--- config.mk ---
export PLATFORM = sky130hd
export DESIGN_NAME = thermo_fault_report
export DESIGN_NICKNAME = d
export VERILOG_FILES = /design/src/hw/junction_comp.v /design/src/hw/thermo_fault_report.v
export VERILOG_INCLUDE_DIRS = /design/src /design/src/shared
export SDC_FILE = /design/constraint.sdc
export NUM_CORES = 1
export LEC_CHECK = 0
export ABC_AREA = 1
export BUFFER_PORTS_ARGS = -buffer_cell sky130_fd_sc_hd__clkbuf_2
export CAP_MARGIN = 10
export CORE_ASPECT_RATIO = 1.2
export CORE_MARGIN = 10
export CORE_UTILIZATION = 47
export DETAILED_ROUTE_END_ITERATION = 7
export PLACE_DENSITY = 0.88
export SYNTH_ARGS = -nofsm -noshare
export SYNTH_HDL_FRONTEND = slang
export SYNTH_SLANG_ARGS = --single-unit
--- constraint.sdc ---
create_clock -name ref_clk_i -period 1.8 [get_ports ref_clk_i]
set_input_delay 0.45 -clock ref_clk_i [delete_from_list [all_inputs] [get_ports ref_clk_i]]
set_output_delay 0.45 -clock ref_clk_i [all_outputs]
set_load 0.02 [all_outputs]
--- src/shared/thermo_fault_map.vh ---
`ifndef THERMO_FAULT_MAP_VH
`define THERMO_FAULT_MAP_VH
// Channel count and word widths
`define NUM_CHANNELS 6
`define CH_IDX_W 3
`define STATUS_W 8
`define WORD_W 16
`define TEMP_W 16
// Per-channel status word bit positions
`define ST_CAL_FAULT 7
`define ST_BELOW_RANGE 6
`define ST_ABOVE_RANGE 5
`define ST_RATE_ALARM 4
`define ST_LOW_ALARM 3
`define ST_HIGH_ALARM 2
`define ST_LOW_LOW_ALARM 1
`define ST_HIGH_HIGH_ALARM 0
// Module summary bit positions
`define MS_ANALOG_GROUP 15
`define MS_INPUT_GROUP 14
`define MS_UNUSED_HI 13
`define MS_CALIBRATING 12
`define MS_CAL_FAULT 11
`define MS_UNUSED_LO 10
`define MS_JUNCTION_LOW 9
`define MS_JUNCTION_HIGH 8
// Fixed channel fault word patterns and reset values of the words
`define CF_CALIBRATING 16'h003f
`define CF_COMM_FAIL 16'hffff
`define CF_RESET 16'h0000
`define MS_RESET 16'h0000
`define ST_RESET 8'h00
`define CH_DATA_RESET 96'h0
// Compensation reset value and saturation limits
`define COMP_RESET 16'sh0000
`define COMP_SAT_MIN 16'sh8000
`define COMP_SAT_MAX 16'sh7fff
// Junction temperature limits, signed tenths of a degree Celsius
`define JUNCTION_LOW_LIMIT 16'sh0000
`define JUNCTION_HIGH_LIMIT 16'sh035c
`endif

--- src/hw/junction_comp.v ---
`timescale 1ns/100ps
`include "thermo_fault_map.vh"

// Module-wide cold-junction correction applied to every channel
module junction_comp (
    input wire ref_clk_i,
    input wire nrst_i,
    input wire update_i,
    input wire junction_disable_i,
    input wire signed [`TEMP_W-1:0] junction_offset_i,
    input wire signed [`TEMP_W-1:0] junction_temp_i,
    output reg signed [`TEMP_W-1:0] comp_value_o
);

    wire signed [`TEMP_W:0] sum;

    // Offset added at one extra bit, then saturated to the word width
    assign sum = {junction_temp_i[`TEMP_W-1], junction_temp_i}
        + {junction_offset_i[`TEMP_W-1], junction_offset_i};

    // Latched once per input update so all channels see the same value
    always @(posedge ref_clk_i or negedge nrst_i)
    begin
        if (!nrst_i)
        begin
            comp_value_o <= `COMP_RESET;
        end
        else if (update_i)
        begin
            if (junction_disable_i)
            begin
                comp_value_o <= `COMP_RESET;
            end
            else if (sum[`TEMP_W] != sum[`TEMP_W-1])
            begin
                comp_value_o <= sum[`TEMP_W] ? `COMP_SAT_MIN : `COMP_SAT_MAX;
            end
            else
            begin
                comp_value_o <= sum[`TEMP_W-1:0];
            end
        end
    end

endmodule // junction_comp

--- src/hw/thermo_fault_report.v ---
// How it works
// - Disable drops junction compensation on all channels
// - One offset corrects the junction value module-wide
// - Six channels, each with own status word
// - Words sent with every channel data transfer
// - Bits 15,14 set when any channel fault
// - Bit 12 while calibrating; fault word forced
// - Bit 11 is OR of calibration faults
// - Bit 9 when junction below zero, thermocouple variant only
// - Bit 8 when junction above 86 C, thermocouple variant only
// - Bits 13 and 10 read zero
// - Channel fault bit n belongs to channel n
// - Status word bit layout, fault to high-high
// - Alarm bits never reach higher words
// - Range bits set channel's fault bit
// - Calibrating makes fault word 003f unless owner link lost
// - Lost owner link makes fault word ffff
`timescale 1ns/100ps
`include "thermo_fault_map.vh"

module thermo_fault_report (
    input wire ref_clk_i,
    input wire nrst_i,
    input wire update_i,
    input wire thermocouple_variant_i,
    input wire junction_disable_i,
    input wire remote_junction_i,
    input wire signed [`TEMP_W-1:0] junction_offset_i,
    input wire signed [`TEMP_W-1:0] local_junction_temp_i,
    input wire signed [`TEMP_W-1:0] remote_junction_temp_i,
    input wire [`NUM_CHANNELS-1:0] cal_error_i,
    input wire [`NUM_CHANNELS-1:0] below_range_i,
    input wire [`NUM_CHANNELS-1:0] above_range_i,
    input wire [`NUM_CHANNELS-1:0] rate_alarm_i,
    input wire [`NUM_CHANNELS-1:0] low_alarm_i,
    input wire [`NUM_CHANNELS-1:0] high_alarm_i,
    input wire [`NUM_CHANNELS-1:0] low_low_alarm_i,
    input wire [`NUM_CHANNELS-1:0] high_high_alarm_i,
    input wire [`NUM_CHANNELS-1:0] calibrating_i,
    input wire comm_fail_i,
    input wire [`NUM_CHANNELS*`TEMP_W-1:0] channel_data_i,
    output reg [`WORD_W-1:0] module_fault_summary_o,
    output reg [`WORD_W-1:0] channel_fault_summary_o,
    output reg [`NUM_CHANNELS*`STATUS_W-1:0] per_channel_status_o,
    output reg [`NUM_CHANNELS*`TEMP_W-1:0] channel_data_o,
    output reg signed [`TEMP_W-1:0] junction_comp_o,
    output reg transfer_valid_o
);

    // Fixed update pipeline: compute on update, send one cycle later
    localparam ST_IDLE = 2'b00;
    localparam ST_EVAL = 2'b01;
    localparam ST_SEND = 2'b10;

    // Sequencer state
    reg [1:0] state_q;
    reg [1:0] state_d;

    // Next values of the outgoing words
    wire [`NUM_CHANNELS*`STATUS_W-1:0] status_d;
    reg [`WORD_W-1:0] chan_fault_d;
    reg [`WORD_W-1:0] mod_fault_d;

    // Junction path and channel reductions
    reg signed [`TEMP_W-1:0] junction_sel;
    wire signed [`TEMP_W-1:0] comp_value;
    wire any_cal;
    wire any_cal_fault;
    wire [`NUM_CHANNELS-1:0] range_fault;

    // Remote sensor chosen when configured for an interface module
    always @*
    begin
        if (remote_junction_i)
        begin
            junction_sel = remote_junction_temp_i;
        end
        else
        begin
            junction_sel = local_junction_temp_i;
        end
    end

    // Shared compensation value for all six channels
    junction_comp u_comp (
        .ref_clk_i(ref_clk_i),
        .nrst_i(nrst_i),
        .update_i(update_i),
        .junction_disable_i(junction_disable_i),
        .junction_offset_i(junction_offset_i),
        .junction_temp_i(junction_sel),
        .comp_value_o(comp_value)
    );

    // Pack one status byte per channel
    function [`STATUS_W-1:0] pack_status;
        input cal;
        input below;
        input above;
        input rate;
        input lo;
        input hi;
        input lolo;
        input hihi;
        begin
            pack_status = `ST_RESET;
            pack_status[`ST_CAL_FAULT] = cal;
            pack_status[`ST_BELOW_RANGE] = below;
            pack_status[`ST_ABOVE_RANGE] = above;
            pack_status[`ST_RATE_ALARM] = rate;
            pack_status[`ST_LOW_ALARM] = lo;
            pack_status[`ST_HIGH_ALARM] = hi;
            pack_status[`ST_LOW_LOW_ALARM] = lolo;
            pack_status[`ST_HIGH_HIGH_ALARM] = hihi;
        end
    endfunction

    // True when any of the six channel bits is set
    function any_channel;
        input [`NUM_CHANNELS-1:0] bits;
        begin
            any_channel = |bits;
        end
    endfunction

    // Group flag: any bit of the channel fault word
    function group_flag;
        input [`WORD_W-1:0] word;
        begin
            group_flag = |word;
        end
    endfunction

    // Per-channel status words and range faults
    genvar ch;
    generate
        for (ch = 0; ch < `NUM_CHANNELS; ch = ch + 1)
        begin : g_chan
            // Status byte of this channel
            assign status_d[ch*`STATUS_W +: `STATUS_W] = pack_status(
                cal_error_i[ch], below_range_i[ch], above_range_i[ch],
                rate_alarm_i[ch], low_alarm_i[ch], high_alarm_i[ch],
                low_low_alarm_i[ch], high_high_alarm_i[ch]);
            // Only range bits feed the fault word; alarms stay local
            assign range_fault[ch] = below_range_i[ch] | above_range_i[ch];
        end
    endgenerate

    assign any_cal = any_channel(calibrating_i);
    assign any_cal_fault = any_channel(cal_error_i);

    // Channel fault word with forced patterns
    always @*
    begin
        chan_fault_d = `CF_RESET;
        if (comm_fail_i)
        begin
            chan_fault_d = `CF_COMM_FAIL;
        end
        else if (any_cal)
        begin
            chan_fault_d = `CF_CALIBRATING;
        end
        else
        begin
            chan_fault_d[`NUM_CHANNELS-1:0] = range_fault;
        end
    end

    // Module fault summary word
    always @*
    begin
        mod_fault_d = `MS_RESET;
        // Group flags follow the channel fault word
        mod_fault_d[`MS_ANALOG_GROUP] = group_flag(chan_fault_d);
        mod_fault_d[`MS_INPUT_GROUP] = group_flag(chan_fault_d);
        // Unused positions stay clear
        mod_fault_d[`MS_UNUSED_HI] = 1'b0;
        mod_fault_d[`MS_UNUSED_LO] = 1'b0;
        // Calibration state and errors
        mod_fault_d[`MS_CALIBRATING] = any_cal;
        mod_fault_d[`MS_CAL_FAULT] = any_cal_fault;
        // Junction limits on the raw selected sensor, thermocouple only
        mod_fault_d[`MS_JUNCTION_LOW] = thermocouple_variant_i
            && (junction_sel < `JUNCTION_LOW_LIMIT);
        mod_fault_d[`MS_JUNCTION_HIGH] = thermocouple_variant_i
            && (junction_sel > `JUNCTION_HIGH_LIMIT);
    end

    // Sequencer next state
    always @*
    begin
        case (state_q)
            ST_IDLE:
            begin
                state_d = update_i ? ST_EVAL : ST_IDLE;
            end
            ST_EVAL:
            begin
                // Back-to-back updates keep the strobe going
                state_d = update_i ? ST_EVAL : ST_SEND;
            end
            ST_SEND:
            begin
                state_d = update_i ? ST_EVAL : ST_IDLE;
            end
            default:
            begin
                state_d = ST_IDLE;
            end
        endcase
    end

    // State register
    always @(posedge ref_clk_i or negedge nrst_i)
    begin
        if (!nrst_i)
        begin
            state_q <= ST_IDLE;
        end
        else
        begin
            state_q <= state_d;
        end
    end

    // Module summary word, refreshed on each update
    always @(posedge ref_clk_i or negedge nrst_i)
    begin
        if (!nrst_i)
        begin
            module_fault_summary_o <= `MS_RESET;
        end
        else if (update_i)
        begin
            module_fault_summary_o <= mod_fault_d;
        end
    end

    // Channel fault word, refreshed on each update
    always @(posedge ref_clk_i or negedge nrst_i)
    begin
        if (!nrst_i)
        begin
            channel_fault_summary_o <= `CF_RESET;
        end
        else if (update_i)
        begin
            channel_fault_summary_o <= chan_fault_d;
        end
    end

    // Status bytes of all six channels
    always @(posedge ref_clk_i or negedge nrst_i)
    begin
        if (!nrst_i)
        begin
            per_channel_status_o <= {`NUM_CHANNELS{`ST_RESET}};
        end
        else if (update_i)
        begin
            per_channel_status_o <= status_d;
        end
    end

    // Channel data is taken with the words it travels with
    always @(posedge ref_clk_i or negedge nrst_i)
    begin
        if (!nrst_i)
        begin
            channel_data_o <= `CH_DATA_RESET;
        end
        else if (update_i)
        begin
            channel_data_o <= channel_data_i;
        end
    end

    // Compensation published once the update is evaluated
    always @(posedge ref_clk_i or negedge nrst_i)
    begin
        if (!nrst_i)
        begin
            junction_comp_o <= `COMP_RESET;
        end
        else if (state_q == ST_EVAL)
        begin
            junction_comp_o <= comp_value;
        end
    end

    // Transfer strobe, one cycle per evaluated update
    always @(posedge ref_clk_i or negedge nrst_i)
    begin
        if (!nrst_i)
        begin
            transfer_valid_o <= 1'b0;
        end
        else
        begin
            transfer_valid_o <= (state_q == ST_EVAL);
        end
    end

endmodule // thermo_fault_report

After elaboration in Yosys (flattened, before gate mapping)
Cells that the tools add are included.
- logic and storage cells: 36
- output and inout bits: 193
- register bits: 200
- equal/unequal tests: 3
- add/subtract/negate cells: 1
- reductions and logical operators: 7
- order comparisons: 2
- bitwise operators: 6
- muxes and demuxes: 9
- operators by type and width (cell ; count):
    $mux 16 ; 5
    $add 16x16->17 ; 1
    $gt 16x11->1 const B ; 1
    $lt 16x1->1 const B ; 1
    $reduce_or 16->1 ; 1
    $reduce_or 6->1 ; 2
    $mux 6 ; 1
    $or 1x1->1 ; 6
    $pmux 2 s2 ; 1
    $eq 2x1->1 const B ; 1
    $eq 2x2->1 const B ; 1
    $logic_and 1x1->1 ; 2
    $logic_not 2->1 ; 1
    $mux 2 ; 1
    $reduce_or 2->1 ; 1
    $mux 1 ; 1
    $ne 1x1->1 ; 1

Logic depth before layout (Yosys ltp)
Gate-level depths: netlist of run 1.
- word-level depth: 5
- depth in mapped cells: 20
- gate-level depth less buffers: 17

By module
A second synthesis of run 1 with hierarchy kept.
- cell total of the unflattened synthesis: 1101
- area total of the unflattened synthesis: 8779.7 µm²
- modules (own cells, without submodules) (module ; cells an instance ; area each (µm²) ; times used):
    thermo_fault_report ; 840 ; 7071.8 ; 1
    junction_comp ; 261 ; 1707.9 ; 1

Worst setup path before layout of run 1
No wires, ideal clock.
- kind: in2reg
- start point: in remote_junction_i
- end point: reg u_comp.comp_value_o[10]
- data required time: 1.684 ns
- arrival: 2.587 ns
- stages on the path: 20
- slack: -0.904 ns
- setup time: 0.116 ns
- cells stage by stage: buf_2 inv_1 buf_2 or2_2 o21ai_0 inv_1 ha_1 nand2_1 inv_2 nand2_1 nand2_1 a21oi_2 nand2_1 nand2_1 nand2_1 nand2_4 buf_6 nand3_2 nand2_1 nand2_1
- longest elaborated chain between the ends: 5
- ends and longest elaborated chain (item ; line ; RTL):
    start: declaration ; thermo_fault_report.v:27 ; input wire remote_junction_i,
    $mux 16 (*) ; thermo_fault_report.v:74 ; if (remote_junction_i)
    $add 16x16->17 (*) ; junction_comp.v:18 ; assign sum = {junction_temp_i[`TEMP_W-1], junction_temp_i}
    $mux 16 (no line) / $ne 1x1->1 (equally long branches) ; n/a ;
    $mux 16 (*) ; junction_comp.v:34 ; else if (sum[`TEMP_W] != sum[`TEMP_W-1])
    $mux 16 (*) ; junction_comp.v:30 ; if (junction_disable_i)
    end signal: assignment ; junction_comp.v:32 ; comp_value_o <= `COMP_RESET;
    end signal: assignment ; junction_comp.v:36 ; comp_value_o <= sum[`TEMP_W] ? `COMP_SAT_MIN : `COMP_SAT_MAX;
    end signal: assignment ; junction_comp.v:40 ; comp_value_o <= sum[`TEMP_W-1:0];
    end: declaration ; junction_comp.v:12 ; output reg signed [`TEMP_W-1:0] comp_value_o
Mark *: on every way between the ends. The rest lies on a longest branch, timed or not.
A chain may end at the register's enable or synchronous reset.

Final worst setup path of run 1
- start point: in remote_junction_i
- end point: reg u_comp.comp_value_o[4]
The elaborated chain is that of the path after synthesis.

==> flow_summary.rst, run 1 <==
.. list-table::
   :header-rows: 1

   * - Metric
     - Value
   * - Status
     - finished, violations left
   * - Violations in the final reports
     - setup timing
   * - Hold Violations, Final
     - 0
   * - Via-per-instance ratio
     - slightly above 5
   * - Data arrival, critical path
     - between 2000 and 3000 ps
   * - Area of the core region
     - approximately 18000 µm²
   * - Via count of the first global-routing pass
     - just under 9000
   * - Core Util, Final
     - about 69%
   * - Per-instance average area after synthesis
     - slightly above 8 µm²
   * - Maximum operating frequency
     - between 0.4 and 0.5 GHz
   * - Standby leakage power
     - 0.00728 µW
   * - Clock insertion delay at the later pin of the skew report
     - ~410 ps
   * - Initial drt markers
     - 523
   * - Pins over their slew limit
     - 0
   * - Vias
     - 8921
   * - Critical path data required time
     - 2150 ps
   * - Share of the synthesized netlist area taken by xor and xnor gates
     - less than 1%
   * - Worst setup timing slack at the placement stage
     - -938 ps
   * - FP Rows
     - between 50 and 60
   * - Root Buffer
     - sky130_fd_sc_hd__clkbuf_16
   * - Hold Path Cell Cnt
     - 3
   * - Max H-tree Level
     - 4
   * - Number of buffer cells added on primary ports
     - between 300 and 400
   * - Maximum number of pins on one net before global-route repair
     - between 80 and 90
   * - Total of flip-flops plus latches after synthesis
     - around 190
   * - Global-route usage over all layers
     - approximately a quarter
   * - Setup repair after global routing missed its margin
     - true
   * - Top post-synthesis cells by count
     - sky130_fd_sc_hd__nand2_1, sky130_fd_sc_hd__dfrtp_1, sky130_fd_sc_hd__inv_1
   * - Tightest Hold Check Type
     - in2reg
   * - Primary flip-flop cell chosen by synthesis mapping
     - sky130_fd_sc_hd__dfrtp_1
   * - Distinct cell type count after synthesis
     - 37
   * - Fraction of synthesized area in multiplexers
     - 0%
   * - Fillcell total
     - 1333
   * - Layout Cell Area excl Fill
     - between 10000 and 15000 µm²
   * - Launch instance of the worst min-delay path
     - low_alarm_i[1]
   * - Routability Congestion
     - between 0.8 and 0.9
   * - Capture instance of the worst register-to-register path
     - junction_comp_o[15]
   * - Compound-cell area share of the yosys netlist
     - under 10%
   * - Skew final
     - 8.67 ps
   * - Async S/R FF share, synth
     - 100%
   * - Detailed-routed wire length on met3
     - a little under 3000 µm
   * - Cell area after technology mapping
     - between 8000 and 9000 µm²
   * - Count of pins on the block boundary
     - around 400
   * - Initial standard-cell utilization of the core
     - between 40% and 50%
   * - ANT nets after route
     - 0
   * - Post-DR wirelength/cell
     - roughly 19 µm
   * - Number of nets in the finished design
     - between 1500 and 2000
   * - Remaining global-route overflow
     - 0
   * - Post-synth top area share
     - 54.5%
   * - Sum of routed wire length over all layers
     - 32800 µm
   * - CP Max Fanout
     - 8
   * - Final critical-path share of the clock period
     - 134%
   * - DIE WIDTH
     - around 140 µm
   * - Hold Crit Endpoint
     - per_channel_status_o[11]
   * - DRT met1 WL
     - ~11000 µm
   * - Register clock-pin slew on the reported worst setup and hold paths
     - ~90 ps
   * - Full die area
     - 24600 µm²
   * - Worst flop-to-flop path startpoint
     - state_q[0]
   * - DR top layer
     - met5
   * - Drt drc
     - 0
   * - Synth warn
     - 0
   * - Adder-cell share of the synthesized area
     - between 2 and 3%
   * - TritonCTS Sinks
     - 191
   * - Drt pass-1 iters
     - 7
   * - Pwr per Cell Area
     - between 900 and 1000 nW/µm²
   * - Fraction of the yosys area taken by sequential cells
     - 54.5%
   * - Antenna violations before repair
     - 2
   * - Depth of the worst register-to-register path
     - 4
   * - Minimum clock period
     - around 2400 ps
   * - Total area of multi-input combinational cells
     - 4130 µm²
   * - Wire length of the first global-routing pass
     - 45900 µm
   * - Cell with the most instances after synthesis
     - sky130_fd_sc_hd__nand2_1
   * - Total cell area at the placement stage
     - 11300 µm²
   * - Met2 routed wirelength
     - 16700 µm
   * - Endpoint class of the critical path
     - flip-flop
   * - Share of synthesized cell area in and, or, nand and nor gates
     - 33.4%
   * - Combinational family with the most area after synthesis
     - simple AND/OR/NAND/NOR gates
   * - Number of buffers added by the clock tree synthesis step
     - 17
   * - Tightest Pin Transition
     - approximately 530 ps
   * - Slew margin rel.
     - 64.8%
   * - Clock tree from TritonCTS
     - built
   * - Area occupied by registers
     - roughly 4800 µm²
   * - Setup Viol. Count Final
     - 16
   * - Crit path setup slack, layout
     - -616 ps
   * - Type of element launching the critical path
     - input port
   * - Worst vdd ir
     - around 0.00065 V
   * - Leading cell types by total area after synthesis
     - sky130_fd_sc_hd__dfrtp_1, sky130_fd_sc_hd__nand2_1, sky130_fd_sc_hd__ha_1, sky130_fd_sc_hd__inv_1, sky130_fd_sc_hd__buf_4
   * - Classification of the worst setup path
     - in2reg
   * - Synthesis-to-layout area growth
     - 44.1%
   * - Flop-to-flop setup slack
     - between 300 and 400 ps
   * - Clock buffer depth
     - 2
   * - Maxcap violations
     - 0
   * - Fraction of final layout cells with drive strength greater than 1
     - between 40% and 50%
   * - Post-detail-place hpwl
     - between 20000 and 25000 µm
   * - Area leader, netlist
     - sky130_fd_sc_hd__dfrtp_1
   * - Die height
     - around 170 µm
   * - Count of flip-flops with a built-in enable after synthesis
     - 0
   * - Number of cells produced by synthesis
     - about 1100
   * - Total Neg Setup Slack
     - -8640 ps
## metal layers
metal,GRT usage [%],up-vias
li1,-,4156
met1,26.1,4144
met2,41.0,500
met3,6.41,119
met4,10.8,2
met5,0,-
## how the worst max path moves through the flow
stage          cells after the start                      end               from
6_report                          20   u_comp.comp_value_o[4]  remote_junction_i
3_3_place_gp                      18   u_comp.comp_value_o[1]  remote_junction_i
3_5_place_dp                      17   u_comp.comp_value_o[2]  remote_junction_i
5_1_grt                           20   u_comp.comp_value_o[4]  remote_junction_i
2_1_floorplan                     19  u_comp.comp_value_o[10]  remote_junction_i
4_1_cts                           19  u_comp.comp_value_o[14]  remote_junction_i
## registers in the layout, summed over array words and instances, names as in the netlist
name                     flops
channel_data_o              96
channel_fault_summary_o      7
junction_comp_o             16
module_fault_summary_o       5
per_channel_status_o        48
state_q                      2
transfer_valid_o             1
u_comp.comp_value_o         16
## placed cells by master (no fill, tap or decap), types with 4 or more instances in the layout
cell | Yosys | final
sky130_fd_sc_hd__a21oi_1 | 8 | 5
sky130_fd_sc_hd__clkbuf_16 | 0 | 19
sky130_fd_sc_hd__nand2_2 | 14 | 35
sky130_fd_sc_hd__a21oi_2 | 4 | 6
sky130_fd_sc_hd__buf_4 | 20 | 61
sky130_fd_sc_hd__nor2_1 | 34 | 33
sky130_fd_sc_hd__clkbuf_2 | 0 | 384
sky130_fd_sc_hd__o21ai_0 | 14 | 5
sky130_fd_sc_hd__or2_2 | 10 | 7
sky130_fd_sc_hd__nand2_1 | 615 | 577
sky130_fd_sc_hd__conb_1 | 1 | 10
sky130_fd_sc_hd__nand3b_1 | 4 | 4
sky130_fd_sc_hd__nand3_4 | 0 | 8
sky130_fd_sc_hd__xnor2_1 | 8 | 7
sky130_fd_sc_hd__inv_6 | 0 | 4
sky130_fd_sc_hd__nor3_1 | 5 | 5
sky130_fd_sc_hd__o21ai_2 | 0 | 6
sky130_fd_sc_hd__buf_12 | 0 | 8
sky130_fd_sc_hd__nand3_2 | 12 | 11
sky130_fd_sc_hd__dfrtp_1 | 191 | 191
sky130_fd_sc_hd__buf_6 | 3 | 4
sky130_fd_sc_hd__inv_1 | 41 | 35
sky130_fd_sc_hd__nand2_8 | 0 | 5
sky130_fd_sc_hd__ha_4 | 0 | 13
sky130_fd_sc_hd__nand3_1 | 17 | 10
sky130_fd_sc_hd__inv_8 | 0 | 5
sky130_fd_sc_hd__nand2_4 | 3 | 17
sky130_fd_sc_hd__inv_2 | 6 | 10
## per-stage QoR
stage	total power [µW]	hold WS, ps	cells
2_1_floorplan	6770	154	1096
3_3_place_gp	7910	400	1701
6_report	12300	220	1753
3_5_place_dp	8000	398	1701
4_1_cts	11900	197	1744
5_1_grt	12800	207	1753
## critical path, cell delays in order
cell                        delay [ps]
sky130_fd_sc_hd__clkbuf_16         130
sky130_fd_sc_hd__inv_12             40
sky130_fd_sc_hd__buf_6             100
sky130_fd_sc_hd__or2_4             230
sky130_fd_sc_hd__o21ai_4            60
sky130_fd_sc_hd__inv_2              70
sky130_fd_sc_hd__ha_4              310
sky130_fd_sc_hd__nand2_4            50
sky130_fd_sc_hd__inv_2              60
sky130_fd_sc_hd__nand2_2            90
sky130_fd_sc_hd__nor3_4            270
sky130_fd_sc_hd__nand2_4           110
sky130_fd_sc_hd__nand2_4           100
sky130_fd_sc_hd__nand2_4            60
sky130_fd_sc_hd__nand2_4            90
sky130_fd_sc_hd__buf_4             160
sky130_fd_sc_hd__nand2_8           100
sky130_fd_sc_hd__nand3_2           110
sky130_fd_sc_hd__nand2_2            60
sky130_fd_sc_hd__nand2_1            90
## power breakdown
part	total (µW)	switching, µW	internal [µW]
registers	5020	274	4740
logic	3510	2210	1300
clock network	3730	1850	1880
## final cells by class
type	count	share of cell area (%)
clock inverters	14	1.30
inverters	48	1.54
repair buffers	461	21.0
repair inverters	1	0.0693
diodes	1	0.0198
well taps	224	2.22
multi-input cells	796	32.6
clock buffers	17	3.37
flip-flops and latches	191	37.8
## repair_timing
| action | in CTS | in global routing |
|---|---|---|
| pin swaps | 25 | 21 |
| endpoints found under the setup margin | 16 | 16 |
| gates resized for setup | 43 | 73 |
| cloned | 4 | 0 |
| hold buffers | 1 | 0 |
| endpoints found under the hold margin | 31 | 0 |
| setup buffers | 7 | 8 |
## logic make-up (layout without fill, tap and decap cells)
family / Yosys count / count (layout)
other cells: 1 / 11
compound gates: 36 / 36
xor+xnor: 10 / 10
flops: 191 / 191
fa+ha+maj: 17 / 17
buf+inv: 111 / 541
simple gates: 721 / 723
Power figures use the tool's default switching activity.
==> run 2: changes to the inputs <==
--- a/config.mk
+++ b/config.mk
@@ -11,9 +11,10 @@
 export CAP_MARGIN = 10
 export CORE_ASPECT_RATIO = 1.2
 export CORE_MARGIN = 10
-export CORE_UTILIZATION = 47
+export CORE_UTILIZATION = 44
 export DETAILED_ROUTE_END_ITERATION = 7
-export PLACE_DENSITY = 0.88
+export PLACE_DENSITY = 0.84
+export SLEW_MARGIN = 20
 export SYNTH_ARGS = -nofsm -noshare
 export SYNTH_HDL_FRONTEND = slang
 export SYNTH_SLANG_ARGS = --single-unit
==> flow_summary.rst, run 2 (same netlist as run 1, synthesis figures left out) <==
.. list-table::
   :header-rows: 1

   * - Metric
     - Value
   * - Status
     - finished, violations left
   * - Violations in the final reports
     - setup timing
   * - Global-route usage over all layers
     - 22.1%
   * - Full die area
     - about 26000 µm²
   * - Clock insertion delay at the later pin of the skew report
     - approximately 420 ps
   * - CP Max Fanout
     - 6
   * - Crit path setup slack, layout
     - -408 ps
   * - Number of flip-flops in the largest register
     - between 90 and 100
   * - Number of buffers added by the clock tree synthesis step
     - 17
   * - Die height
     - between 150 and 200 µm
   * - Hold Path Cell Cnt
     - 3
   * - Initial standard-cell utilization of the core
     - about 45%
   * - ANT nets after route
     - 0
   * - Worst hold margin
     - ~210 ps
   * - Minimum clock period
     - around 2200 ps
   * - FP Rows
     - 56
   * - Type of element launching the critical path
     - input port
   * - Via-per-instance ratio
     - a little under 5
   * - Count of pins on the block boundary
     - around 400
   * - Number of buffer cells added on primary ports
     - roughly 390
   * - Endpoint class of the critical path
     - flip-flop
   * - Tightest Hold Check Type
     - in2reg
   * - Hold Crit Endpoint
     - per_channel_status_o[17]
   * - Setup Viol. Count Final
     - 16
   * - Post-route insts no fill
     - 1779
   * - Via count of the first global-routing pass
     - 8487
   * - Most common cell after layout, fill and taps aside
     - sky130_fd_sc_hd__nand2_1
   * - Tightest Pin Transition
     - ~500 ps
   * - Maximum operating frequency
     - between 0.4 and 0.5 GHz
   * - Area of the core region
     - around 20000 µm²
   * - Drt pass-1 iters
     - 7
   * - Flop-to-flop setup slack
     - 440 ps
   * - Fillcell total
     - roughly 1600
   * - Maximum number of pins on one net before global-route repair
     - 108
   * - Skew final
     - 5.51 ps
   * - Root Buffer
     - sky130_fd_sc_hd__clkbuf_16
   * - Final critical-path share of the clock period
     - 123%
   * - Antenna violations before repair
     - 1
   * - Register clock-pin slew on the reported worst setup and hold paths
     - about 90 ps
   * - DIE WIDTH
     - around 150 µm
   * - Number of nets in the finished design
     - 1727
   * - Synthesis-to-layout area growth
     - 40.6%
   * - Pins over their slew limit
     - 0
   * - Sum of routed wire length over all layers
     - between 30000 and 40000 µm
   * - Clock tree from TritonCTS
     - built
   * - Total area of multi-input combinational cells
     - roughly 4000 µm²
   * - Routability Congestion
     - slightly above 0.9
   * - Critical path data required time
     - about 2200 ps
   * - Area occupied by registers
     - between 4000 and 5000 µm²
   * - Setup repair after global routing missed its margin
     - true
   * - Drt drc
     - 0
   * - Clock buffer depth
     - 2
   * - Largest register by flop count
     - channel_data_o
   * - Worst vdd ir
     - 0.000773 V
   * - TritonCTS Sinks
     - roughly 190
   * - Diode insertion count for antenna repair
     - 0
   * - Cell Count Post-Placement
     - about 1700
   * - Launch instance of the worst min-delay path
     - low_low_alarm_i[2]
   * - Setup crit start
     - remote_junction_i
   * - Classification of the worst setup path
     - in2reg
   * - Data arrival, critical path
     - around 2600 ps
   * - Pwr per Cell Area
     - just under 1000 nW/µm²
   * - Max H-tree Level
     - 4
   * - Depth of the worst register-to-register path
     - 3
   * - Hold Violations, Final
     - 0
   * - Maxcap violations
     - 0
   * - Initial drt markers
     - 480
   * - Worst flop-to-flop path startpoint
     - state_q[1]
   * - Vias
     - between 8000 and 9000
   * - Fraction of final layout cells with drive strength greater than 1
     - approximately 39%
   * - Standby leakage power
     - a little over 0.007 µW
   * - Commonest cells after routing, fill and taps aside
     - sky130_fd_sc_hd__nand2_1, sky130_fd_sc_hd__clkbuf_2, sky130_fd_sc_hd__dfrtp_1
   * - Total power consumption of the routed design
     - between 10000 and 15000 µW
   * - Post-DR wirelength/cell
     - approximately 17 µm
   * - Wire length of the first global-routing pass
     - 45900 µm
   * - Biggest regs
     - channel_data_o x96, per_channel_status_o x48
   * - Remaining global-route overflow
     - 0
   * - Post-detail-place hpwl
     - 23300 µm
   * - Capture instance of the worst register-to-register path
     - junction_comp_o[15]
   * - Slew margin rel.
     - between 60% and 70%
-- run 2: cell types whose count changed in the layout (fill, tap and decap cells not counted), sizes merged --
cell and change:
clkinvlp -1, nand2 -1, diode -1, buf -9, clkinv +3, inv -2
-- run 2: worst max path at each step --
stage / end / slack, ps
floorplan: u_comp.comp_value_o[10] / -630
global placement: u_comp.comp_value_o[3] / -800
detailed placement: u_comp.comp_value_o[0] / -880
CTS: u_comp.comp_value_o[10] / -280
global route: u_comp.comp_value_o[11] / -490
finish: u_comp.comp_value_o[11] / -410
-- run 2: timing repair --
action                                 4_1_cts  5_1_grt
endpoints found under the hold margin       31        0
setup endpoints to repair                   16       16
cloned                                       3        0
hold buffers                                 1        0
pin swaps                                   20       19
resized for setup                           39       39
setup buffers                                9        4
-- run 2: report_power, final --
group          switching [µW]  total (µW)  internal, µW
clock                    1840        3720          1880
sequential                257        5000          4740
combinational            1980        3150          1170
total                    4070       11900          7790
-- run 2: layout make-up --
type / instances / share of cell area, %
Inverter: 48 / 1.54
Clock buffer: 18 / 3.48
Sequential cell: 191 / 38.7
Tap cell: 261 / 2.65
Clock inverter: 14 / 1.34
Multi-Input combinational cell: 795 / 31.5
Timing Repair Buffer: 451 / 20.7
Timing Repair inverter: 1 / 0.0507
-- run 2: through the flow --
stage          TNS [ps]  cell area [µm²]  utilization, %  worst slack [ps]
3_3_place_gp     -12060            11300            57.8              -796
4_1_cts           -4210            12100            62.1              -275
2_1_floorplan     -9110             8930               -              -627
6_report          -5850            12300            63.1              -408
5_1_grt           -7390            12300            63.1              -494
3_5_place_dp     -13260            11300            57.8              -877
-- run 2: routing by layer --
| layer | routed length [µm] | part of all wire (%) | track usage [%] |
|---|---|---|---|
| met1 | 10800 | 36 | 24.3 |
| met2 | 15300 | 51 | 38.5 |
| met3 | 2590 | 8.6 | 6.44 |
| met4 | 1330 | 4.4 | 9.79 |
| met5 | 13 | 0.043 | 0 |
-- run 2: worst max-delay path, cell delays in order --
cell and delay (ps):
sky130_fd_sc_hd__clkbuf_16 130, sky130_fd_sc_hd__inv_8 40, sky130_fd_sc_hd__buf_6 100, sky130_fd_sc_hd__or2_4 230, sky130_fd_sc_hd__o21ai_4 60, sky130_fd_sc_hd__inv_2 60, sky130_fd_sc_hd__ha_4 290, sky130_fd_sc_hd__nand2_4 50
sky130_fd_sc_hd__inv_2 50, sky130_fd_sc_hd__nand2_2 60, sky130_fd_sc_hd__nor3_2 170, sky130_fd_sc_hd__nand2_2 90, sky130_fd_sc_hd__buf_6 130, sky130_fd_sc_hd__nand3_4 50, sky130_fd_sc_hd__nand2_4 80, sky130_fd_sc_hd__a21oi_4 210
sky130_fd_sc_hd__buf_6 160, sky130_fd_sc_hd__nand2_2 70, sky130_fd_sc_hd__nand2_2 60
==> run 3: changes to the inputs <==
--- a/config.mk
+++ b/config.mk
@@ -12,6 +12,7 @@
 export CORE_ASPECT_RATIO = 1.2
 export CORE_MARGIN = 10
 export CORE_UTILIZATION = 44
+export CTS_BUF_LIST = sky130_fd_sc_hd__clkbuf_4 sky130_fd_sc_hd__clkbuf_8
 export DETAILED_ROUTE_END_ITERATION = 7
 export PLACE_DENSITY = 0.84
 export SLEW_MARGIN = 20
==> flow_summary.rst, run 3 (same netlist as run 1, synthesis figures left out) <==
.. list-table::
   :header-rows: 1

   * - Metric
     - Value
   * - Fillcell total
     - between 1500 and 2000
   * - Pins over their slew limit
     - 0
   * - Number of buffer cells added on primary ports
     - between 300 and 400
   * - WP depth
     - 19
   * - Hold Path Cell Cnt
     - 3
   * - Critical path data required time
     - 2140 ps
   * - Max H-tree Level
     - 4
   * - DIE WIDTH
     - about 150 µm
   * - Total Neg Setup Slack
     - -5910 ps
   * - Drt drc
     - 0
   * - Clock insertion delay at the later pin of the skew report
     - ~450 ps
   * - Endpoint class of the critical path
     - flip-flop
   * - Last element of the critical path
     - u_comp.comp_value_o[9]
   * - Tightest Hold Check Type
     - in2reg
   * - Total area of multi-input combinational cells
     - about 4000 µm²
   * - Delay-heaviest family, CP
     - simple AND/OR/NAND/NOR gates
   * - Via-per-instance ratio
     - 4.86
   * - Area of the core region
     - 19500 µm²
   * - Routability Congestion
     - 0.918
   * - Number of flip-flops in the largest register
     - 96
   * - Maximum number of pins on one net before global-route repair
     - 108
   * - Post-DR wirelength/cell
     - between 15 and 20 µm
   * - Count of pins on the block boundary
     - approximately 400
   * - Status
     - finished, violations left
   * - Via count of the first global-routing pass
     - 8606
   * - Post-detail-place hpwl
     - about 23000 µm
   * - Synthesis-to-layout area growth
     - 38.9%
   * - TritonCTS Sinks
     - 191
   * - Cell with the largest stage delay on the worst path
     - sky130_fd_sc_hd__ha_4
   * - Maxcap violations
     - 0
   * - Drt pass-1 iters
     - 6
   * - Flop-to-flop setup slack
     - around 400 ps
   * - Setup Viol. Count Final
     - 16
   * - Largest register by flop count
     - channel_data_o
   * - Number of buffer and inverter stages on the critical path
     - 6
   * - Clock tree from TritonCTS
     - built
   * - Critical-path cell list
     - clkbuf_16 -> inv_8 -> buf_6 -> or2_4 -> o21ai_2 -> inv_2 -> ha_4 -> nand2_2 -> inv_2 -> nand2_2 -> nor3_2 -> nand2_2 -> nand3_2 -> nand2_4 -> buf_6 -> nand2_4 -> nand3_2 -> nand2_1 -> nand2_1
   * - Tightest Pin Transition
     - about 520 ps
   * - Area occupied by registers
     - around 4800 µm²
   * - Delay contributed by the slowest stage of the critical path
     - 290 ps
   * - Capture instance of the worst register-to-register path
     - junction_comp_o[15]
   * - Global-route usage over all layers
     - around 22%
   * - Skew final
     - about 7.4 ps
   * - Register clock-pin slew on the reported worst setup and hold paths
     - roughly 130 ps
   * - Slew margin rel.
     - about 65%
   * - Depth of the worst register-to-register path
     - 3
   * - Number of nets in the finished design
     - 1728
   * - Worst flop-to-flop path startpoint
     - state_q[1]
   * - Most common cell after layout, fill and taps aside
     - sky130_fd_sc_hd__nand2_1
   * - Final critical-path share of the clock period
     - 124%
   * - Classification of the worst setup path
     - in2reg
   * - Worst setup timing slack at the placement stage
     - -877 ps
   * - Initial standard-cell utilization of the core
     - approximately 45%
   * - Diode insertion count for antenna repair
     - 0
   * - Standby leakage power
     - 0.00709 µW
   * - Hold Violations, Final
     - 0
   * - Wire length of the first global-routing pass
     - about 46000 µm
   * - Type of element launching the critical path
     - input port
   * - FP Rows
     - 56
   * - Worst vdd ir
     - between 0.0005 and 0.0006 V
   * - Initial drt markers
     - ~470
   * - Commonest cells after routing, fill and taps aside
     - sky130_fd_sc_hd__nand2_1, sky130_fd_sc_hd__clkbuf_2, sky130_fd_sc_hd__dfrtp_1
   * - Clock buffer depth
     - 2
   * - Biggest regs
     - channel_data_o x96, per_channel_status_o x48
   * - Setup crit start
     - remote_junction_i
   * - Minimum clock period
     - around 2200 ps
   * - Total power consumption of the routed design
     - 11000 µW
   * - Root Buffer
     - sky130_fd_sc_hd__clkbuf_8
   * - Die height
     - roughly 170 µm
   * - Setup repair after global routing missed its margin
     - true
   * - Antenna violations before repair
     - 0
   * - Sum of routed wire length over all layers
     - approximately 30000 µm
   * - Maximum operating frequency
     - between 0.4 and 0.5 GHz
   * - Vias
     - between 8000 and 9000
   * - Fraction of final layout cells with drive strength greater than 1
     - about two fifths
   * - Pwr per Cell Area
     - between 900 and 1000 nW/µm²
   * - Crit path setup slack, layout
     - -424 ps
   * - Full die area
     - 26000 µm²
   * - CP Max Fanout
     - 7
   * - Violations in the final reports
     - setup timing
   * - ANT nets after route
     - 0
   * - Data arrival, critical path
     - between 2000 and 3000 ps
   * - Number of buffers added by the clock tree synthesis step
     - 17
   * - CP dominant cell by count
     - sky130_fd_sc_hd__nand2_2
   * - Remaining global-route overflow
     - 0
[run 3: cell count changes in the layout (fill, tap and decap cells not counted), sizes merged]
cell | previous run | this run
clkbuf | 404 | 405
[run 3: final cells by class]
type | count | share of cell area, %
Clock buffer | 18 | 1.98
Clock inverter | 14 | 1.36
Inverter | 48 | 1.56
Multi-Input combinational cell | 795 | 31.9
Sequential cell | 191 | 39.2
Tap cell | 261 | 2.68
Timing Repair Buffer | 452 | 21.2
Timing Repair inverter | 1 | 0.0513
[run 3: how the worst min path moves through the flow]
stage | start | to
floorplan | nrst_i | channel_data_o[0]
global placement | nrst_i | channel_data_o[69]
detailed placement | nrst_i | channel_data_o[80]
CTS | low_low_alarm_i[1] | per_channel_status_o[9]
global route | above_range_i[2] | per_channel_status_o[21]
finish | low_low_alarm_i[2] | per_channel_status_o[17]
[run 3: timing repair]
action,in CTS,in global routing
buffers inserted,12,2
hold endpoints to repair,31,0
pin swaps,16,15
setup endpoints to repair,16,16
hold buffers,1,0
resized for setup,44,35
cloned,3,0
[run 3: power breakdown]
group | internal [µW] | switching (µW)
clock | 1080 | 1730
sequential | 4740 | 261
combinational | 1210 | 2020
total | 7030 | 4010
[run 3: stage by stage]
stage	cells	cell area, µm²	hold slack (ps)	utilization, %
after global placement	1731	11300	401	57.8
final	1780	12200	171	62.3
after detailed placement	1731	11300	403	57.8
after global routing	1780	12200	143	62.3
after floorplan	1096	8930	154	-
after CTS	1778	12000	139	61.5
[run 3: routing by layer]
metal	track usage [%]	share of wire, %	wire, µm	vias to the layer above
li1	-	-	-	4132
met1	23.7	36	10900	3996
met2	39.0	50	15300	434
met3	7.47	9.4	2860	85
met4	10.3	4.4	1350	0
met5	0	0	0	-
[run 3: worst register-to-register path, cell delays in order, from the launching register on]
cell and delay [ps]:
sky130_fd_sc_hd__dfrtp_1 390, sky130_fd_sc_hd__nor2_1 150, sky130_fd_sc_hd__clkinv_1 450, sky130_fd_sc_hd__o21ai_0 320
